<file path="src/sense_defs.svh">
// constants for the sensor function-command block
// assumes pclk runs at 50 MHz
`ifndef SENSE_DEFS_SVH
`define SENSE_DEFS_SVH
`define CLK_NS      20
`define T_HOLD_US   15
`define T_SAMPLE_US 30
`define T_PWAIT_US  30
`define T_PRES_US   120
`define T_RESET_US  480
`define T_CONV_MS   750
`define T_COPY_MS   10
// least times round up, longest times round down
`define HOLD_CYC   ((`T_HOLD_US*1000)/`CLK_NS)
`define SAMPLE_CYC ((`T_SAMPLE_US*1000)/`CLK_NS)
`define PWAIT_CYC  ((`T_PWAIT_US*1000+`CLK_NS-1)/`CLK_NS)
`define PRES_CYC   ((`T_PRES_US*1000+`CLK_NS-1)/`CLK_NS)
`define RESET_CYC  ((`T_RESET_US*1000+`CLK_NS-1)/`CLK_NS)
`define CONV_CYC   ((`T_CONV_MS*1000000)/`CLK_NS)
`define COPY_CYC   ((`T_COPY_MS*1000000)/`CLK_NS)
// line codes
`define ROM_SKIP   8'hCC
`define CMD_CONV   8'h44
`define CMD_RECALL 8'hB8
`define CMD_POWER  8'hB4
`define CMD_COPY   8'h48
`define CMD_WRITE  8'h4E
`define CMD_READ   8'hBE
`define CRC_POLY   8'h8C
`define SP_RSVD    8'hFF
`define SP_LAST    4'h8
// reset values
`define NV_HIGH_RST 8'h4B
`define NV_LOW_RST  8'h46
`define SRC_RST     32'h0000_0000
// register map
`define REG_CTRL   8'h00
`define REG_SRC    8'h04
`define REG_STAT   8'h08
`define REG_TRIG   8'h0C
`define REG_TEMP   8'h10
`define CTRL_EXT_BIT 0
`endif

</file>
<file path="src/sense_pkg.sv">
// types for the sensor function-command block
// shared by the slot engine, the timers and the top
package sense_pkg;
  typedef enum logic [4:0] {
    E_IDLE  = 5'h01,
    E_SLOT  = 5'h02,
    E_RLOW  = 5'h04,
    E_PWAIT = 5'h08,
    E_PRES  = 5'h10
  } eng_st_t;

  typedef enum logic [7:0] {
    F_HALT = 8'h01,
    F_ROM  = 8'h02,
    F_FUNC = 8'h04,
    F_WRT  = 8'h08,
    F_RDSP = 8'h10,
    F_CONV = 8'h20,
    F_COPY = 8'h40,
    F_PWR  = 8'h80
  } fn_st_t;

  typedef struct packed {
    eng_st_t     st;
    logic [15:0] cnt;
    logic        oe;
    logic        prev;
    logic        strobe;
    logic        val;
    logic        rst;
  } eng_q_t;

  typedef struct packed {
    logic [25:0] cnt;
    logic        busy;
    logic        done;
  } timer_q_t;

  typedef struct packed {
    fn_st_t      st;
    logic [7:0]  rx;
    logic [2:0]  bits;
    logic [3:0]  idx;
    logic [7:0]  crc;
    logic [7:0]  txb;
    logic [7:0]  hi;
    logic [7:0]  lo;
    logic [7:0]  nv_hi;
    logic [7:0]  nv_lo;
    logic        ext_pwr;
    logic [31:0] src;
    logic [31:0] temp;
    logic        recall;
    logic        conv_go;
    logic        copy_go;
    logic [31:0] prdata;
    logic        pready;
    logic        pslverr;
    logic        dq_out;
  } fn_q_t;
endpackage : sense_pkg

</file>
<file path="src/slot_if.sv">
// carrier between the slot engine and the command logic
// both ends run on pclk
`timescale 1ns/100ps
interface slot_if;
  logic rst_pulse;
  logic bit_strobe;
  logic bit_val;
  logic tx_en;
  logic tx_bit;
  logic dq_oe;
  modport eng (output rst_pulse, bit_strobe, bit_val, dq_oe, input tx_en, tx_bit);
  modport ctl (input rst_pulse, bit_strobe, bit_val, dq_oe, output tx_en, tx_bit);
endinterface : slot_if

</file>
<file path="src/busy_timer.sv">
// busy timer for conversion and copy
// assumes start is a one-cycle pulse on pclk
`timescale 1ns/100ps
module busy_timer #(
  parameter int unsigned LEN = 1
) (
  input  wire logic pclk,
  input  wire logic presetn,
  input  wire logic start,
  output logic      busy,
  output logic      done
);
  import sense_pkg::*;
  timer_q_t q, d;

  // a start during a run is ignored, the run is not stretched
  always_comb begin
    d = q;
    d.done = 1'b0;
    if (q.busy) begin
      d.cnt = q.cnt + 26'h1;
      if (q.cnt == 26'(LEN - 1)) begin
        d.busy = 1'b0;
        d.done = 1'b1;
      end
    end else if (start) begin
      d.busy = 1'b1;
      d.cnt  = '0;
    end
  end

  // state register
  always_ff @(posedge pclk or negedge presetn) begin
    if (!presetn) q <= '0;
    else q <= d;
  end

  assign busy = q.busy;
  assign done = q.done;

  a_busy_bound:
  assert property (@(posedge pclk) disable iff (!presetn) q.busy |-> q.cnt < 26'(LEN))
    else $error("busy run exceeds its length");
  a_done_time:
  assert property (@(posedge pclk) disable iff (!presetn) $fell(q.busy) |-> q.done && $past(q.cnt) == 26'(LEN - 1))
    else $error("busy ended at wrong count");
endmodule : busy_timer

</file>
<file path="src/slot_engine.sv">
// bit-slot engine on the open-drain data line
// assumes dq_in is synchronous to pclk
`timescale 1ns/100ps
`include "sense_defs.svh"
module slot_engine #(
  parameter int unsigned RESET_CYC = `RESET_CYC,
  parameter int unsigned PRES_CYC  = `PRES_CYC
) (
  input  wire logic pclk,
  input  wire logic presetn,
  input  wire logic dq_in,
  slot_if.eng       sl
);
  import sense_pkg::*;
  eng_q_t q, d;

  // slot timing counts from the master's falling edge, presence timing from its rising edge
  always_comb begin
    d = q;
    d.strobe = 1'b0;
    d.rst    = 1'b0;
    d.prev   = dq_in;
    case (q.st)
      E_IDLE: begin
        if (q.prev && !dq_in) begin
          d.st  = E_SLOT;
          d.cnt = 16'h1;
          d.oe  = sl.tx_en & ~sl.tx_bit;
        end
      end
      E_SLOT: begin
        d.cnt = q.cnt + 16'h1;
        if (q.cnt == 16'(`HOLD_CYC)) d.oe = 1'b0;
        if (q.cnt == 16'(`SAMPLE_CYC)) begin
          d.strobe = 1'b1;
          d.val    = dq_in;
        end
        if (q.cnt > 16'(`SAMPLE_CYC) && dq_in) d.st = E_IDLE;
        else if (q.cnt == 16'(RESET_CYC) && !dq_in) begin
          d.st  = E_RLOW;
          d.rst = 1'b1;
        end
      end
      E_RLOW: begin
        if (dq_in) begin
          d.st  = E_PWAIT;
          d.cnt = 16'h1;
        end
      end
      E_PWAIT: begin
        d.cnt = q.cnt + 16'h1;
        if (q.cnt == 16'(`PWAIT_CYC)) begin
          d.st  = E_PRES;
          d.oe  = 1'b1;
          d.cnt = 16'h1;
        end
      end
      E_PRES: begin
        d.cnt = q.cnt + 16'h1;
        if (q.cnt == 16'(PRES_CYC)) begin
          d.st = E_IDLE;
          d.oe = 1'b0;
        end
      end
      default: d.st = E_IDLE;
    endcase
  end

  // state register
  always_ff @(posedge pclk or negedge presetn) begin
    if (!presetn) q <= '{st: E_IDLE, prev: 1'b1, default: '0};
    else q <= d;
  end

  assign sl.rst_pulse  = q.rst;
  assign sl.bit_strobe = q.strobe;
  assign sl.bit_val    = q.val;
  assign sl.dq_oe      = q.oe;

  a_write_sample:
  assert property (@(posedge pclk) disable iff (!presetn)
    q.strobe |-> $past(q.cnt) > 16'(`HOLD_CYC) && $past(q.cnt) < 16'd3000)
    else $error("write sample outside window");
  a_read_hold:
  assert property (@(posedge pclk) disable iff (!presetn)
    $fell(q.oe) && $past(q.st) == E_SLOT |-> $past(q.cnt) == 16'(`HOLD_CYC))
    else $error("read bit not held for its window");
  a_pres_len:
  assert property (@(posedge pclk) disable iff (!presetn)
    $fell(q.oe) && $past(q.st) == E_PRES |-> $past(q.cnt) == 16'(PRES_CYC))
    else $error("presence pulse wrong length");
endmodule : slot_engine

</file>
<file path="src/sensor_fn_top.sv">
// function-command logic of a single-wire temperature sensor
// assumes an APB master on pclk and an external pullup on the line
`timescale 1ns/100ps
`include "sense_defs.svh"

module sensor_fn_top #(
  parameter int unsigned RESET_CYC = `RESET_CYC,
  parameter int unsigned PRES_CYC  = `PRES_CYC,
  parameter int unsigned CONV_CYC  = `CONV_CYC,
  parameter int unsigned COPY_CYC  = `COPY_CYC
) (
  input  wire logic        pclk,
  input  wire logic        presetn,
  input  wire logic [7:0]  paddr,
  input  wire logic        psel,
  input  wire logic        penable,
  input  wire logic        pwrite,
  input  wire logic [31:0] pwdata,
  output logic      [31:0] prdata,
  output logic             pready,
  output logic             pslverr,
  input  wire logic        dq_in,
  output logic             dq_out,
  output logic             dq_oe
);
  import sense_pkg::*;

  fn_q_t      q, d;
  logic       conv_busy;
  logic       conv_done;
  logic       copy_busy;
  logic       copy_done;
  logic [7:0] rx_nx;
  logic [7:0] crc_nx;
  logic       fb;

  slot_if sl ();

  slot_engine #(
    .RESET_CYC (RESET_CYC),
    .PRES_CYC  (PRES_CYC)
  ) u_eng (
    .pclk    (pclk),
    .presetn (presetn),
    .dq_in   (dq_in),
    .sl      (sl.eng)
  );

  busy_timer #(.LEN(CONV_CYC)) u_conv (
    .pclk    (pclk),
    .presetn (presetn),
    .start   (q.conv_go),
    .busy    (conv_busy),
    .done    (conv_done)
  );

  busy_timer #(.LEN(COPY_CYC)) u_copy (
    .pclk    (pclk),
    .presetn (presetn),
    .start   (q.copy_go),
    .busy    (copy_busy),
    .done    (copy_done)
  );

  // mapped register offsets
  function automatic logic reg_hit(input logic [7:0] a);
    reg_hit = (a == `REG_CTRL) || (a == `REG_SRC) || (a == `REG_STAT)
           || (a == `REG_TRIG) || (a == `REG_TEMP);
  endfunction : reg_hit

  // scratchpad byte by index, crc byte handled apart
  function automatic logic [7:0] sp_byte(input fn_q_t s, input logic [3:0] i);
    case (i)
      4'h0:    sp_byte = s.temp[7:0];
      4'h1:    sp_byte = s.temp[15:8];
      4'h2:    sp_byte = s.hi;
      4'h3:    sp_byte = s.lo;
      4'h6:    sp_byte = s.temp[23:16];
      4'h7:    sp_byte = s.temp[31:24];
      default: sp_byte = `SP_RSVD;
    endcase
  endfunction : sp_byte

  // next received byte and running crc, lsb first
  assign rx_nx  = {sl.bit_val, q.rx[7:1]};
  assign fb     = q.crc[0] ^ q.txb[0];
  assign crc_nx = {1'b0, q.crc[7:1]} ^ (fb ? `CRC_POLY : 8'h00);

  // bit returned in read slots; idle states read as 1
  always_comb begin
    sl.tx_en  = 1'b1;
    sl.tx_bit = 1'b1;
    case (q.st)
      F_RDSP: sl.tx_bit = q.txb[0];
      F_CONV: sl.tx_bit = ~conv_busy;
      F_COPY: sl.tx_bit = ~copy_busy;
      F_PWR:  sl.tx_bit = q.ext_pwr;
      default: sl.tx_en = 1'b0;
    endcase
  end

  // next state: bus, background events, then line bits
  always_comb begin
    d = q;
    d.conv_go = 1'b0;
    d.copy_go = 1'b0;
    d.recall  = 1'b0;
    // apb answers in the first access cycle
    d.pready  = psel & ~penable;
    d.pslverr = psel & ~penable & ~reg_hit(paddr);
    d.prdata  = '0;
    if (psel && !penable && !pwrite && reg_hit(paddr)) begin
      if (paddr == `REG_CTRL) d.prdata = {31'h0, q.ext_pwr};
      else if (paddr == `REG_SRC) d.prdata = q.src;
      else if (paddr == `REG_STAT) d.prdata = {16'h0000, q.st, 6'h00, copy_busy, conv_busy};
      else if (paddr == `REG_TRIG) d.prdata = {q.nv_lo, q.nv_hi, q.lo, q.hi};
      else d.prdata = q.temp;
    end
    // writes land at the edge that samples pready
    if (psel && penable && q.pready && pwrite) begin
      if (paddr == `REG_CTRL) d.ext_pwr = pwdata[`CTRL_EXT_BIT];
      else if (paddr == `REG_SRC) d.src = pwdata;
    end
    if (q.recall) begin
      d.hi = q.nv_hi;
      d.lo = q.nv_lo;
    end
    if (conv_done) d.temp = q.src;
    if (copy_done) begin
      d.nv_hi = q.hi;
      d.nv_lo = q.lo;
    end
    if (sl.rst_pulse) begin
      d.st   = F_ROM;
      d.bits = 3'h0;
    end else if (sl.bit_strobe) begin
      d.bits = q.bits + 3'h1;
      d.rx   = rx_nx;
      d.txb  = {1'b1, q.txb[7:1]};
      case (q.st)
        // only the skip selection is handled here
        F_ROM: begin
          if (q.bits == 3'h7) d.st = (rx_nx == `ROM_SKIP) ? F_FUNC : F_HALT;
        end
        F_FUNC: begin
          if (q.bits == 3'h7) begin
            d.idx = 4'h0;
            if (rx_nx == `CMD_CONV) begin
              d.conv_go = 1'b1;
              d.st      = F_CONV;
            end else if (rx_nx == `CMD_RECALL) begin
              d.recall = 1'b1;
              d.st     = F_CONV;
            end else if (rx_nx == `CMD_POWER) d.st = F_PWR;
            else if (rx_nx == `CMD_COPY) begin
              d.copy_go = 1'b1;
              d.st      = F_COPY;
            end else if (rx_nx == `CMD_WRITE) d.st = F_WRT;
            else if (rx_nx == `CMD_READ) begin
              d.st  = F_RDSP;
              d.crc = 8'h00;
              d.txb = sp_byte(q, 4'h0);
            end else d.st = F_HALT;
          end
        end
        F_WRT: begin
          if (q.bits == 3'h7) begin
            if (q.idx == 4'h0) begin
              d.hi  = rx_nx;
              d.idx = 4'h1;
            end else begin
              d.lo = rx_nx;
              d.st = F_HALT;
            end
          end
        end
        F_RDSP: begin
          if (q.idx != `SP_LAST) d.crc = crc_nx;
          if (q.bits == 3'h7) begin
            d.idx = q.idx + 4'h1;
            if (q.idx == `SP_LAST) d.st = F_HALT;
            else if (q.idx + 4'h1 == `SP_LAST) d.txb = crc_nx;
            else d.txb = sp_byte(q, q.idx + 4'h1);
          end
        end
        default: ;
      endcase
    end
  end

  // state register; store and triggers start equal
  always_ff @(posedge pclk or negedge presetn) begin
    if (!presetn) begin
      q <= '{st: F_HALT, nv_hi: `NV_HIGH_RST, nv_lo: `NV_LOW_RST,
             hi: `NV_HIGH_RST, lo: `NV_LOW_RST, src: `SRC_RST,
             recall: 1'b1, txb: 8'hFF, default: '0};
    end else begin
      q <= d;
    end
  end

  assign prdata  = q.prdata;
  assign pready  = q.pready;
  assign pslverr = q.pslverr;
  assign dq_out  = q.dq_out;
  assign dq_oe   = sl.dq_oe;

  a_conv_start:
  assert property (@(posedge pclk) disable iff (!presetn)
    q.st == F_FUNC && sl.bit_strobe && !sl.rst_pulse && q.bits == 3'h7 && rx_nx == `CMD_CONV
      |=> q.st == F_CONV ##1 conv_busy)
    else $error("conversion did not start");
  a_conv_bit:
  assert property (@(posedge pclk) disable iff (!presetn)
    q.st == F_CONV |-> sl.tx_en && (sl.tx_bit != conv_busy))
    else $error("busy bit wrong during conversion");
  a_recall_load:
  assert property (@(posedge pclk) disable iff (!presetn)
    q.recall |=> q.hi == $past(q.nv_hi) && q.lo == $past(q.nv_lo))
    else $error("trigger reload missing");
  a_power_bit:
  assert property (@(posedge pclk) disable iff (!presetn)
    q.st == F_PWR |-> sl.tx_en && sl.tx_bit == q.ext_pwr)
    else $error("supply mode bit wrong");
  a_trig_write:
  assert property (@(posedge pclk) disable iff (!presetn)
    q.st == F_WRT && sl.bit_strobe && !sl.rst_pulse && q.bits == 3'h7 && q.idx == 4'h0
      |=> q.hi == $past(rx_nx) && q.st == F_WRT)
    else $error("high trigger not stored");
  a_copy_bit:
  assert property (@(posedge pclk) disable iff (!presetn)
    q.st == F_COPY |-> sl.tx_bit == !copy_busy)
    else $error("copy progress bit wrong");
  a_read_end:
  assert property (@(posedge pclk) disable iff (!presetn)
    q.st == F_RDSP |-> q.idx <= `SP_LAST)
    else $error("scratchpad read ran past crc byte");
  a_reset_abort:
  assert property (@(posedge pclk) disable iff (!presetn)
    sl.rst_pulse |=> q.st == F_ROM && q.bits == 3'h0)
    else $error("reset did not abort command");
endmodule : sensor_fn_top

</file>
<file path="config.mk">
export PLATFORM = sky130hd
export DESIGN_NAME = sensor_fn_top
export DESIGN_NICKNAME = d
export VERILOG_FILES = /design/src/sense_pkg.sv /design/src/slot_if.sv /design/src/busy_timer.sv /design/src/slot_engine.sv /design/src/sensor_fn_top.sv
export VERILOG_INCLUDE_DIRS = /design/src
export SDC_FILE = /design/constraint.sdc
export NUM_CORES = 1
export LEC_CHECK = 0
export ABC_CLOCK_PERIOD_IN_PS = 6900
export BUFFER_PORTS_ARGS = -buffer_cell sky130_fd_sc_hd__buf_2
export CORE_UTILIZATION = 60
export CTS_CLUSTER_DIAMETER = 60
export CTS_CLUSTER_SIZE = 40
export DETAILED_ROUTE_END_ITERATION = 10
export GPL_TIMING_DRIVEN = 0
export PLACE_DENSITY_LB_ADDON = 0.25
export SKIP_LAST_GASP = 1
export SYNTH_ARGS = -nofsm -noshare
export SYNTH_HDL_FRONTEND = slang
export SYNTH_HIERARCHICAL = 1
export SYNTH_SLANG_ARGS = --single-unit
</file>
<file path="constraint.sdc">
create_clock -name pclk -period 6.9 [get_ports pclk]
set_input_delay 1.38 -clock pclk [delete_from_list [all_inputs] [get_ports pclk]]
set_output_delay 1.38 -clock pclk [all_outputs]
set_load 0.02 [all_outputs]
</file>
Word-level counts from Yosys, hierarchy flattened --
Cells that the tools add are included.
Operators by class: add/subtract/negate cells 5, $mul 0, divide/modulo/power cells 0, magnitude comparators 1, eq/ne operators 61, shifts and indexed selects 0, muxes and demuxes 82, bitwise logic cells 12, reductions and logical operators 39
Operators with widths (number):
- $mux 16 | 10
- $mux 32 | 5
- $mux 8 | 19
- $mux 27 | 4
- $pmux 16 s4 | 1
- $mux 55 | 1
- $add 26x1->26 const B | 2
- $pmux 8 s6 | 1
- $mux 22 | 2
- $eq 8x8->1 const B | 5
- $eq 8x7->1 const B | 4
- $pmux 16 s2 | 1
- $pmux 8 s4 | 1
- $eq 26x19->1 const B | 1
- $eq 26x26->1 const B | 1
- $pmux 5 s5 | 1
- $eq 8x4->1 const B | 3
- $ne 2x2->1 const B | 12
- $mux 21 | 1
- $mux 3 | 7
- $mux 20 | 1
- $mux 5 | 4
- $ne 3x2->1 const B | 6
- $add 16x1->16 const B | 1
- other kinds (50) | 106
Storage, ports and cells: bits in registers 255, bits in latches 0, memory bits (writable) 0, memory bits (read-only) 0, input port bits 46, logic and storage cells 232, memories 0

Logic depth before layout (Yosys ltp) --
Gate-level depths: netlist of the first run.
depth in word-level cells 11, mapped depth 9, mapped depth without buffers 8

Modules after synthesis --
Netlist of the first run, hierarchy kept.
By module, submodules not included:
- sensor_fn_top | times used 1, cells an instance 840, area each 9063.7 um^2, sequential area each 4334.2 um^2
- slot_engine | times used 1, cells an instance 193, area each 1682.9 um^2, sequential area each 653.1 um^2
- busy_timer (u_copy) | times used 1, cells an instance 150, area each 1486.4 um^2, sequential area each 700.7 um^2
- busy_timer (u_conv) | times used 1, cells an instance 142, area each 1445.1 um^2, sequential area each 700.7 um^2

Worst setup path before layout of the first run --
OpenSTA, ideal clock, no wires.
kind in2reg, from in paddr[5], to reg, netlist name q[100], library setup time 0.127 ns, arrival time 2.915 ns, setup slack 3.858 ns, stages on the path 5, path through or4_4 nor4b_4 nand2_2 buf_6 mux2_1
RTL lines:
- start, declared | RTL line sensor_fn_top.sv:14 | input wire logic [7:0] paddr,

==> impl_metrics.py, run 1 <==
metrics = {
    "run_status": {
        "outcome": "finished clean",
    },
    "detailed_routing": {
        "drc_errors": 0,
        "top_layer": "met4",
        "drt-total-wl_mm": 36.3,
        "wl_per_cell_um": 21.0,
        "met3_wirelength_mm": 2.84,
        "vias": 11200,
        "wl_met1_mm": 16.0,
        "drt-initial-drc-count": 1060,
        "routed-wl-met2_mm": 16.4,
        "firstDrtPassIters": 6,
        "viasPerCell": 6.45,
        "drt.antenna.violating_nets": 0,
    },
    "clocking": {
        "cts_tree": "built",
        "post_cts_buffers": 0,
        "htreeDepth": 1,
        "clock_path_buffers": 3,
        "holdBufCountCts": 0,
        "numCtsBuffers": 24,
        "clk_latency_ps": 540,
        "cts.sinks": 254,
        "cts.clk_slew.worst_paths_ps": 80,
        "ctsResizeCount": 0,
        "cts-root-buf": "clkbuf_16",
    },
    "floorplan": {
        "core_area_um2": 22100,
        "rows": 54,
        "dieArea_um2": 23400,
        "start_util_pct": 61.9,
        "die_w_um": 153,
        "die_h_um": 153,
        "io_pins": 82,
    },
    "sta": {
        "hold_ws_ps": 483,
        "worst_clock_skew_ps": 11.1,
        "final-setup-viol-count": 0,
        "rsz0062_at_grt": "no",
        "worst_slew_pin_slew_ps": 1170,
        "max_freq_mhz": 311,
        "min_period_over_period_pct": 46.7,
        "period_minus_slack_ps": 3220,
        "relSlewSlack_pct": 21.3,
        "final-hold-violation-count": 0,
        "maxSlewViolCount": 0,
        "finalSetupTns_ps": 0,
    },
    "global_routing": {
        "grt_pass1_wl_mm": 58.5,
        "antenna_found_initial": 0,
        "grt_max_degree": 117,
        "first_global_vias": 10600,
        "grt_usage_pct": 31.6,
        "grt-ovfl-total": 0,
    },
    "pwr": {
        "pwr-share-clk_pct": 42.6,
        "switching_share_pct": 27.3,
        "power_switching_mw": 0.900,
        "irDropWorstVdd_mv": 0.218,
        "p_leak_nw": 7.05,
        "internal_power_mw": 2.40,
        "p_per_area_nw_per_um2": 215,
        "power_frac_comb_pct": 10.3,
        "seq_power_share_pct": 47.1,
    },
    "worst_hold_path": {
        "hold_depth": 1,
        "hold_class": "flip-flop to flip-flop",
    },
    "placed_design": {
        "finalWeightedCongestion": 0.997,
        "port_buffers": 79,
        "dp_hpwl_mm": 25.9,
    },
    "synth": {
        "ys_seq_area_share_pct": 46.7,
        "yosysMostFrequentCell": "dfrtp_1",
        "synth_edf_count": 0,
        "synth_top_area_cell": "dfrtp_1",
        "synth-main-ff-cell": "dfrtp_1",
        "ys_top_cells_by_count": "dfrtp_1 (228), nand2_1 (131), mux2_2 (88)",
        "yosysTopAreaCellShare_pct": 41.7,
        "synth.yosys.warnings": 6,
        "async_reset_ff_share_pct": 100,
        "syn_avg_cell_area_um2": 10.3,
        "syn_area_um2": 13700,
        "synth_area_leaders": "dfrtp_1 (42%), mux2_2 (7.2%), dfstp_2 (5.0%)",
        "synthCells": 1325,
        "synth_nets": 1385,
        "synth_seq_cells": 254,
        "synth_cell_types": 90,
    },
    "final_layout": {
        "nNetsFinal": 1492,
        "area_delta_synth_final_pct": 12.0,
        "drive_gt1_share_pct": 22.4,
        "diodes": 0,
    },
    "worst_setup_path": {
        "arrival_ps": 3620,
        "r2r_cells": 8,
        "cp-end-kind": "flip-flop",
        "cp_max_fo": 10,
        "cp_data_required_time_ps": 7300,
        "startpoint_type": "primary input",
        "worstSetupPathType": "primary input to flip-flop",
    },
    "job": {
        "cap_violations": 0,
    },
}
cell usage in the layout, fill, tap and decap left out, drive strengths merged, types with 10 or more instances in the layout:
| cell | n |
|---|---|
| o31ai | 11 |
| a31oi | 11 |
| nand4 | 31 |
| nor2b | 13 |
| a22oi | 36 |
| nor2 | 82 |
| o21ai | 70 |
| nor3 | 29 |
| and3 | 20 |
| mux2i | 62 |
| nand2 | 132 |
| mux2 | 119 |
| and4 | 10 |
| ha | 14 |
| o22ai | 13 |
| nand2b | 13 |
| nor4 | 24 |
| buf | 144 |
| dfstp | 26 |
| nand3 | 54 |
| a21oi | 26 |
| dfrtp | 228 |
| clkbuf | 79 |
| inv | 31 |
cell families after synthesis:
family	Yosys count	share of synthesized area, %
buffers and inverters	139	5.23
adder cells (fa/ha/maj)	14	1.28
AND/OR/NAND/NOR	468	18.8
flip-flops	254	46.7
other	1	0.0274
XOR/XNOR	15	0.961
AO/OA/AOI/OAI	253	12.7
multiplexers	181	14.3
power by group through the flow:
stage / combinational, mW / sequential [mW] / clock, mW
floorplan: 0.223 / 1.58 / 0
global placement: 0.322 / 1.58 / 0
detailed placement: 0.336 / 1.58 / 0
CTS: 0.338 / 1.55 / 1.42
global route: 0.377 / 1.56 / 1.48
finish: 0.340 / 1.55 / 1.40
layout make-up:
class | count | area (µm²)
Clock inverter | 17 | 226
Buffer | 116 | 629
Multi-Input combinational cell | 932 | 6570
Clock buffer | 26 | 608
Fill cell | 1710 | 6770
Sequential cell | 254 | 6390
Tap cell | 280 | 350
Timing Repair Buffer | 81 | 460
Inverter | 23 | 86.3
metal layers:
metal,track usage (%),up-vias
li1,-,5058
met1,46.3,5526
met2,49.2,503
met3,4.28,72
met4,8.80,0
met5,0,-
critical path, cell delays in order:
cell	delay (ps)
buf_2	90
or4_4	580
nor3_2	420
nand2_1	420
buf_2	330
a22oi_1	300
nor2_1	90
through the flow:
step / cell area, µm² / power, mW / instances / worst slack [ps] / utilization [%]
2_1_floorplan: 13700 / 1.80 / 1325 / 3860 / -
3_3_place_gp: 14400 / 1.90 / 1684 / 11.6 / 65.3
3_5_place_dp: 14500 / 1.92 / 1686 / 3290 / 65.6
4_1_cts: 15300 / 3.31 / 1729 / 3800 / 69.4
5_1_grt: 15300 / 3.41 / 1729 / 3710 / 69.4
6_report: 15300 / 3.30 / 1729 / 3680 / 69.4
final timing paths:
kind | to | slack (ps) | start
setup / recovery | prdata[28] | 3680 | paddr[5]
hold / removal | u_copy/q[27] | 480 | u_copy/q[27]
setup reg to reg | q[137] | 3900 | q[151]
hold reg to reg | u_copy/q[27] | 480 | u_copy/q[27]
max in group asynchronous | u_copy/q[15] | 5340 | presetn
min in group asynchronous | u_conv/q[12] | 690 | presetn
sequential cells by signal, indices dropped and copies added (netlist names), 22 cells and up:
signal    flops
u_eng/q      22
u_copy/q     26
q           138
u_conv/q     26
prdata       32
(Power assumes the default switching activity.)
==> run 2: changes to the inputs <==
--- a/config.mk
+++ b/config.mk
@@ -6,7 +6,8 @@
 export SDC_FILE = /design/constraint.sdc
 export NUM_CORES = 1
 export LEC_CHECK = 0
-export ABC_CLOCK_PERIOD_IN_PS = 6900
+export ABC_AREA = 1
+export ABC_CLOCK_PERIOD_IN_PS = 3140
 export BUFFER_PORTS_ARGS = -buffer_cell sky130_fd_sc_hd__buf_2
 export CORE_UTILIZATION = 60
 export CTS_CLUSTER_DIAMETER = 60
==> constraint.sdc (replaced) <==
create_clock -name pclk -period 3.14 [get_ports pclk]
set_input_delay 0.628 -clock pclk [delete_from_list [all_inputs] [get_ports pclk]]
set_output_delay 0.628 -clock pclk [all_outputs]
set_load 0.02 [all_outputs]
==> run 2 against run 1 <==
- combinational power grew 66%
- sequential power up 120%
- critical path type unchanged
- setup slack worse by 2800 ps
- synthesized area up 4.3%
- highest routed layer unchanged
- power is 110% higher
- critical path depth up 2
- register-to-register slack worse by 3000 ps
- clock skew increased by 36 ps
- count of clock-buffer cells in the layout did not move
- non-clock buffer count fell by 15
==> impl_metrics.py, run 2 <==
metrics = {
    "run_status": {
        "outcome": "finished clean",
    },
    "synth": {
        "synth_top_area_cell": "dfrtp_1",
        "synth.yosys.warnings": 6,
        "synth_edf_count": 0,
        "ys_seq_area_share_pct": 44.8,
        "yosysTopAreaCellShare_pct": 40.0,
        "syn_area_um2": 14300,
        "synth_cell_types": 50,
        "synth_nets": 1898,
        "syn_avg_cell_area_um2": 7.76,
        "synth_area_leaders": "dfrtp_1 (40%), nand2_1 (12%), inv_1 (5.1%)",
        "synthCells": 1838,
        "synth_seq_cells": 254,
        "yosysMostFrequentCell": "nand2_1",
        "synth-main-ff-cell": "dfrtp_1",
        "async_reset_ff_share_pct": 100,
        "ys_top_cells_by_count": "nand2_1 (455), dfrtp_1 (228), inv_1 (193)",
    },
    "worst_setup_path": {
        "cp-end-kind": "flip-flop",
        "cp_max_fo": 10,
        "worstSetupPathType": "primary input to flip-flop",
        "startpoint_type": "primary input",
        "arrival_ps": 2710,
        "cp_data_required_time_ps": 3580,
    },
    "detailed_routing": {
        "drc_errors": 0,
        "drt-initial-drc-count": 1190,
        "viasPerCell": 5.64,
        "met3_wirelength_mm": 2.14,
        "wl_per_cell_um": 16.5,
        "routed-wl-met2_mm": 17.7,
        "drt.antenna.violating_nets": 0,
        "top_layer": "met4",
        "wl_met1_mm": 16.1,
        "vias": 12900,
        "firstDrtPassIters": 5,
        "drt-total-wl_mm": 37.7,
    },
    "final_layout": {
        "fin_cells": 2282,
        "design_area_um2": 15900,
        "largest_register_ffs": 138,
        "drive_gt1_share_pct": 16.9,
        "final_common_cell": "nand2_1",
        "utilization_pct": 68.1,
        "area_delta_synth_final_pct": 11.7,
        "top_register": "q",
        "diodes": 0,
        "nNetsFinal": 2006,
        "most-common-layout-cells": "nand2_1 (455), dfrtp_1 (228), inv_1 (193)",
    },
    "placed_design": {
        "dp_hpwl_mm": 28.1,
        "post-place-cells": 2239,
        "port_buffers": 80,
        "placed_area_um2": 15100,
        "finalWeightedCongestion": 0.991,
        "pre_cts_ws_ps": 387,
    },
    "sta": {
        "layout_setup_ws_ps": 874,
        "final-setup-viol-count": 0,
        "hold_ws_ps": 256,
        "rsz0062_at_grt": "no",
        "final-hold-violation-count": 0,
        "max_freq_mhz": 441,
        "min_period_over_period_pct": 72.2,
        "period_minus_slack_ps": 2270,
        "finalSetupTns_ps": 0,
        "worst_slew_pin_slew_ps": 889,
        "worst_clock_skew_ps": 46.6,
        "relSlewSlack_pct": 40.5,
        "maxSlewViolCount": 0,
    },
    "floorplan": {
        "rows": 56,
        "die_w_um": 156,
        "core_area_um2": 23400,
        "start_util_pct": 61.0,
        "dieArea_um2": 24400,
        "die_h_um": 156,
        "io_pins": 82,
    },
    "global_routing": {
        "antenna_found_initial": 0,
        "grt-ovfl-total": 0,
        "grt_max_degree": 119,
        "first_global_vias": 12100,
        "grt_usage_pct": 31.6,
        "grt_pass1_wl_mm": 61.2,
    },
    "clocking": {
        "cts_tree": "built",
        "cts.sinks": 254,
        "numCtsBuffers": 23,
        "ctsResizeCount": 0,
        "cts.clk_slew.worst_paths_ps": 80,
        "cts-root-buf": "clkbuf_16",
        "htreeDepth": 1,
        "clk_latency_ps": 550,
        "post_cts_buffers": 0,
        "clock_path_buffers": 3,
    },
    "pwr": {
        "p_leak_nw": 7.66,
        "p_per_area_nw_per_um2": 434,
        "irDropWorstVdd_mv": 0.526,
        "total_power_mw": 6.91,
    },
    "job": {
        "cap_violations": 0,
    },
    "worst_hold_path": {
        "hold_class": "primary input to flip-flop",
    },
}
[run 2: cell count changes in the layout (fill, tap and decap cells not counted), moves of 33 or more]
cell	delta
a21oi_1	+41
a22oi_1	-33
inv_1	+171
mux2_2	-57
mux2i_1	-62
nand2_1	+324
nand3_1	+37
nand4_1	+42
nor2_1	+101
o211ai_1	+37
o21ai_0	+69
[run 2: cells by family after synthesis]
| family | synth area share, % |
|---|---|
| AOI/OAI and AO/OA | 11.4 |
| xor gates and xnor gates | 0.675 |
| adders and majority gates | 1.23 |
| buffers and inverters | 9.55 |
| DFF | 44.8 |
| muxes | 2.45 |
| other | 0.0263 |
| and+or+nand+nor | 30.0 |
[run 2: path summary, 6_finish.rpt]
check / startpoint / end / slack (ps) / cells after the start
setup / recovery: paddr[7] / prdata[14] / 870 / 9
hold / removal: dq_in / u_eng/q[3] / 260 / 1
setup reg to reg: q[152] / q[135] / 880 / 12
hold reg to reg: q[166] / q[166] / 490 / 2
max in group asynchronous: presetn / u_copy/q[17] / 1640 / 3
min in group asynchronous: presetn / q[101] / 590 / 2
[run 2: where the power goes]
| group | internal (mW) | switching [mW] | total [mW] |
|---|---|---|---|
| clock network | 1.55 | 1.43 | 2.98 |
| registers | 3.32 | 0.0512 | 3.37 |
| logic | 0.174 | 0.389 | 0.564 |
| total | 5.04 | 1.87 | 6.91 |
[run 2: critical path, stage by stage]
cell      delay (ps)
buf_2            100
nor2_1           140
nand2_1           90
inv_1            140
o211ai_1         380
nand3_1          250
nand3_1          360
clkbuf_1         340
a31oi_1          270
[run 2: cell type report]
| type | instances | area (µm²) |
|---|---|---|
| Multi-Input combinational cell | 1269 | 6520 |
| Inverter | 216 | 813 |
| Timing Repair Buffer | 83 | 475 |
| Clock buffer | 26 | 597 |
| Fill cell | 1992 | 7460 |
| Sequential cell | 254 | 6390 |
| Clock inverter | 16 | 196 |
| Tap cell | 319 | 399 |
| Buffer | 99 | 549 |
[run 2: timing repair]
item / CTS / global route
hold buffers: 1 / 0
endpoints found under the setup margin: 0 / 0
endpoints found under the hold margin: 31 / 0
[run 2: layer usage]
metal	track usage, %	up-vias
li1	-	6191
met1	41.0	6098
met5	0	-
met3	3.60	98
met2	53.7	474
met4	13.6	0
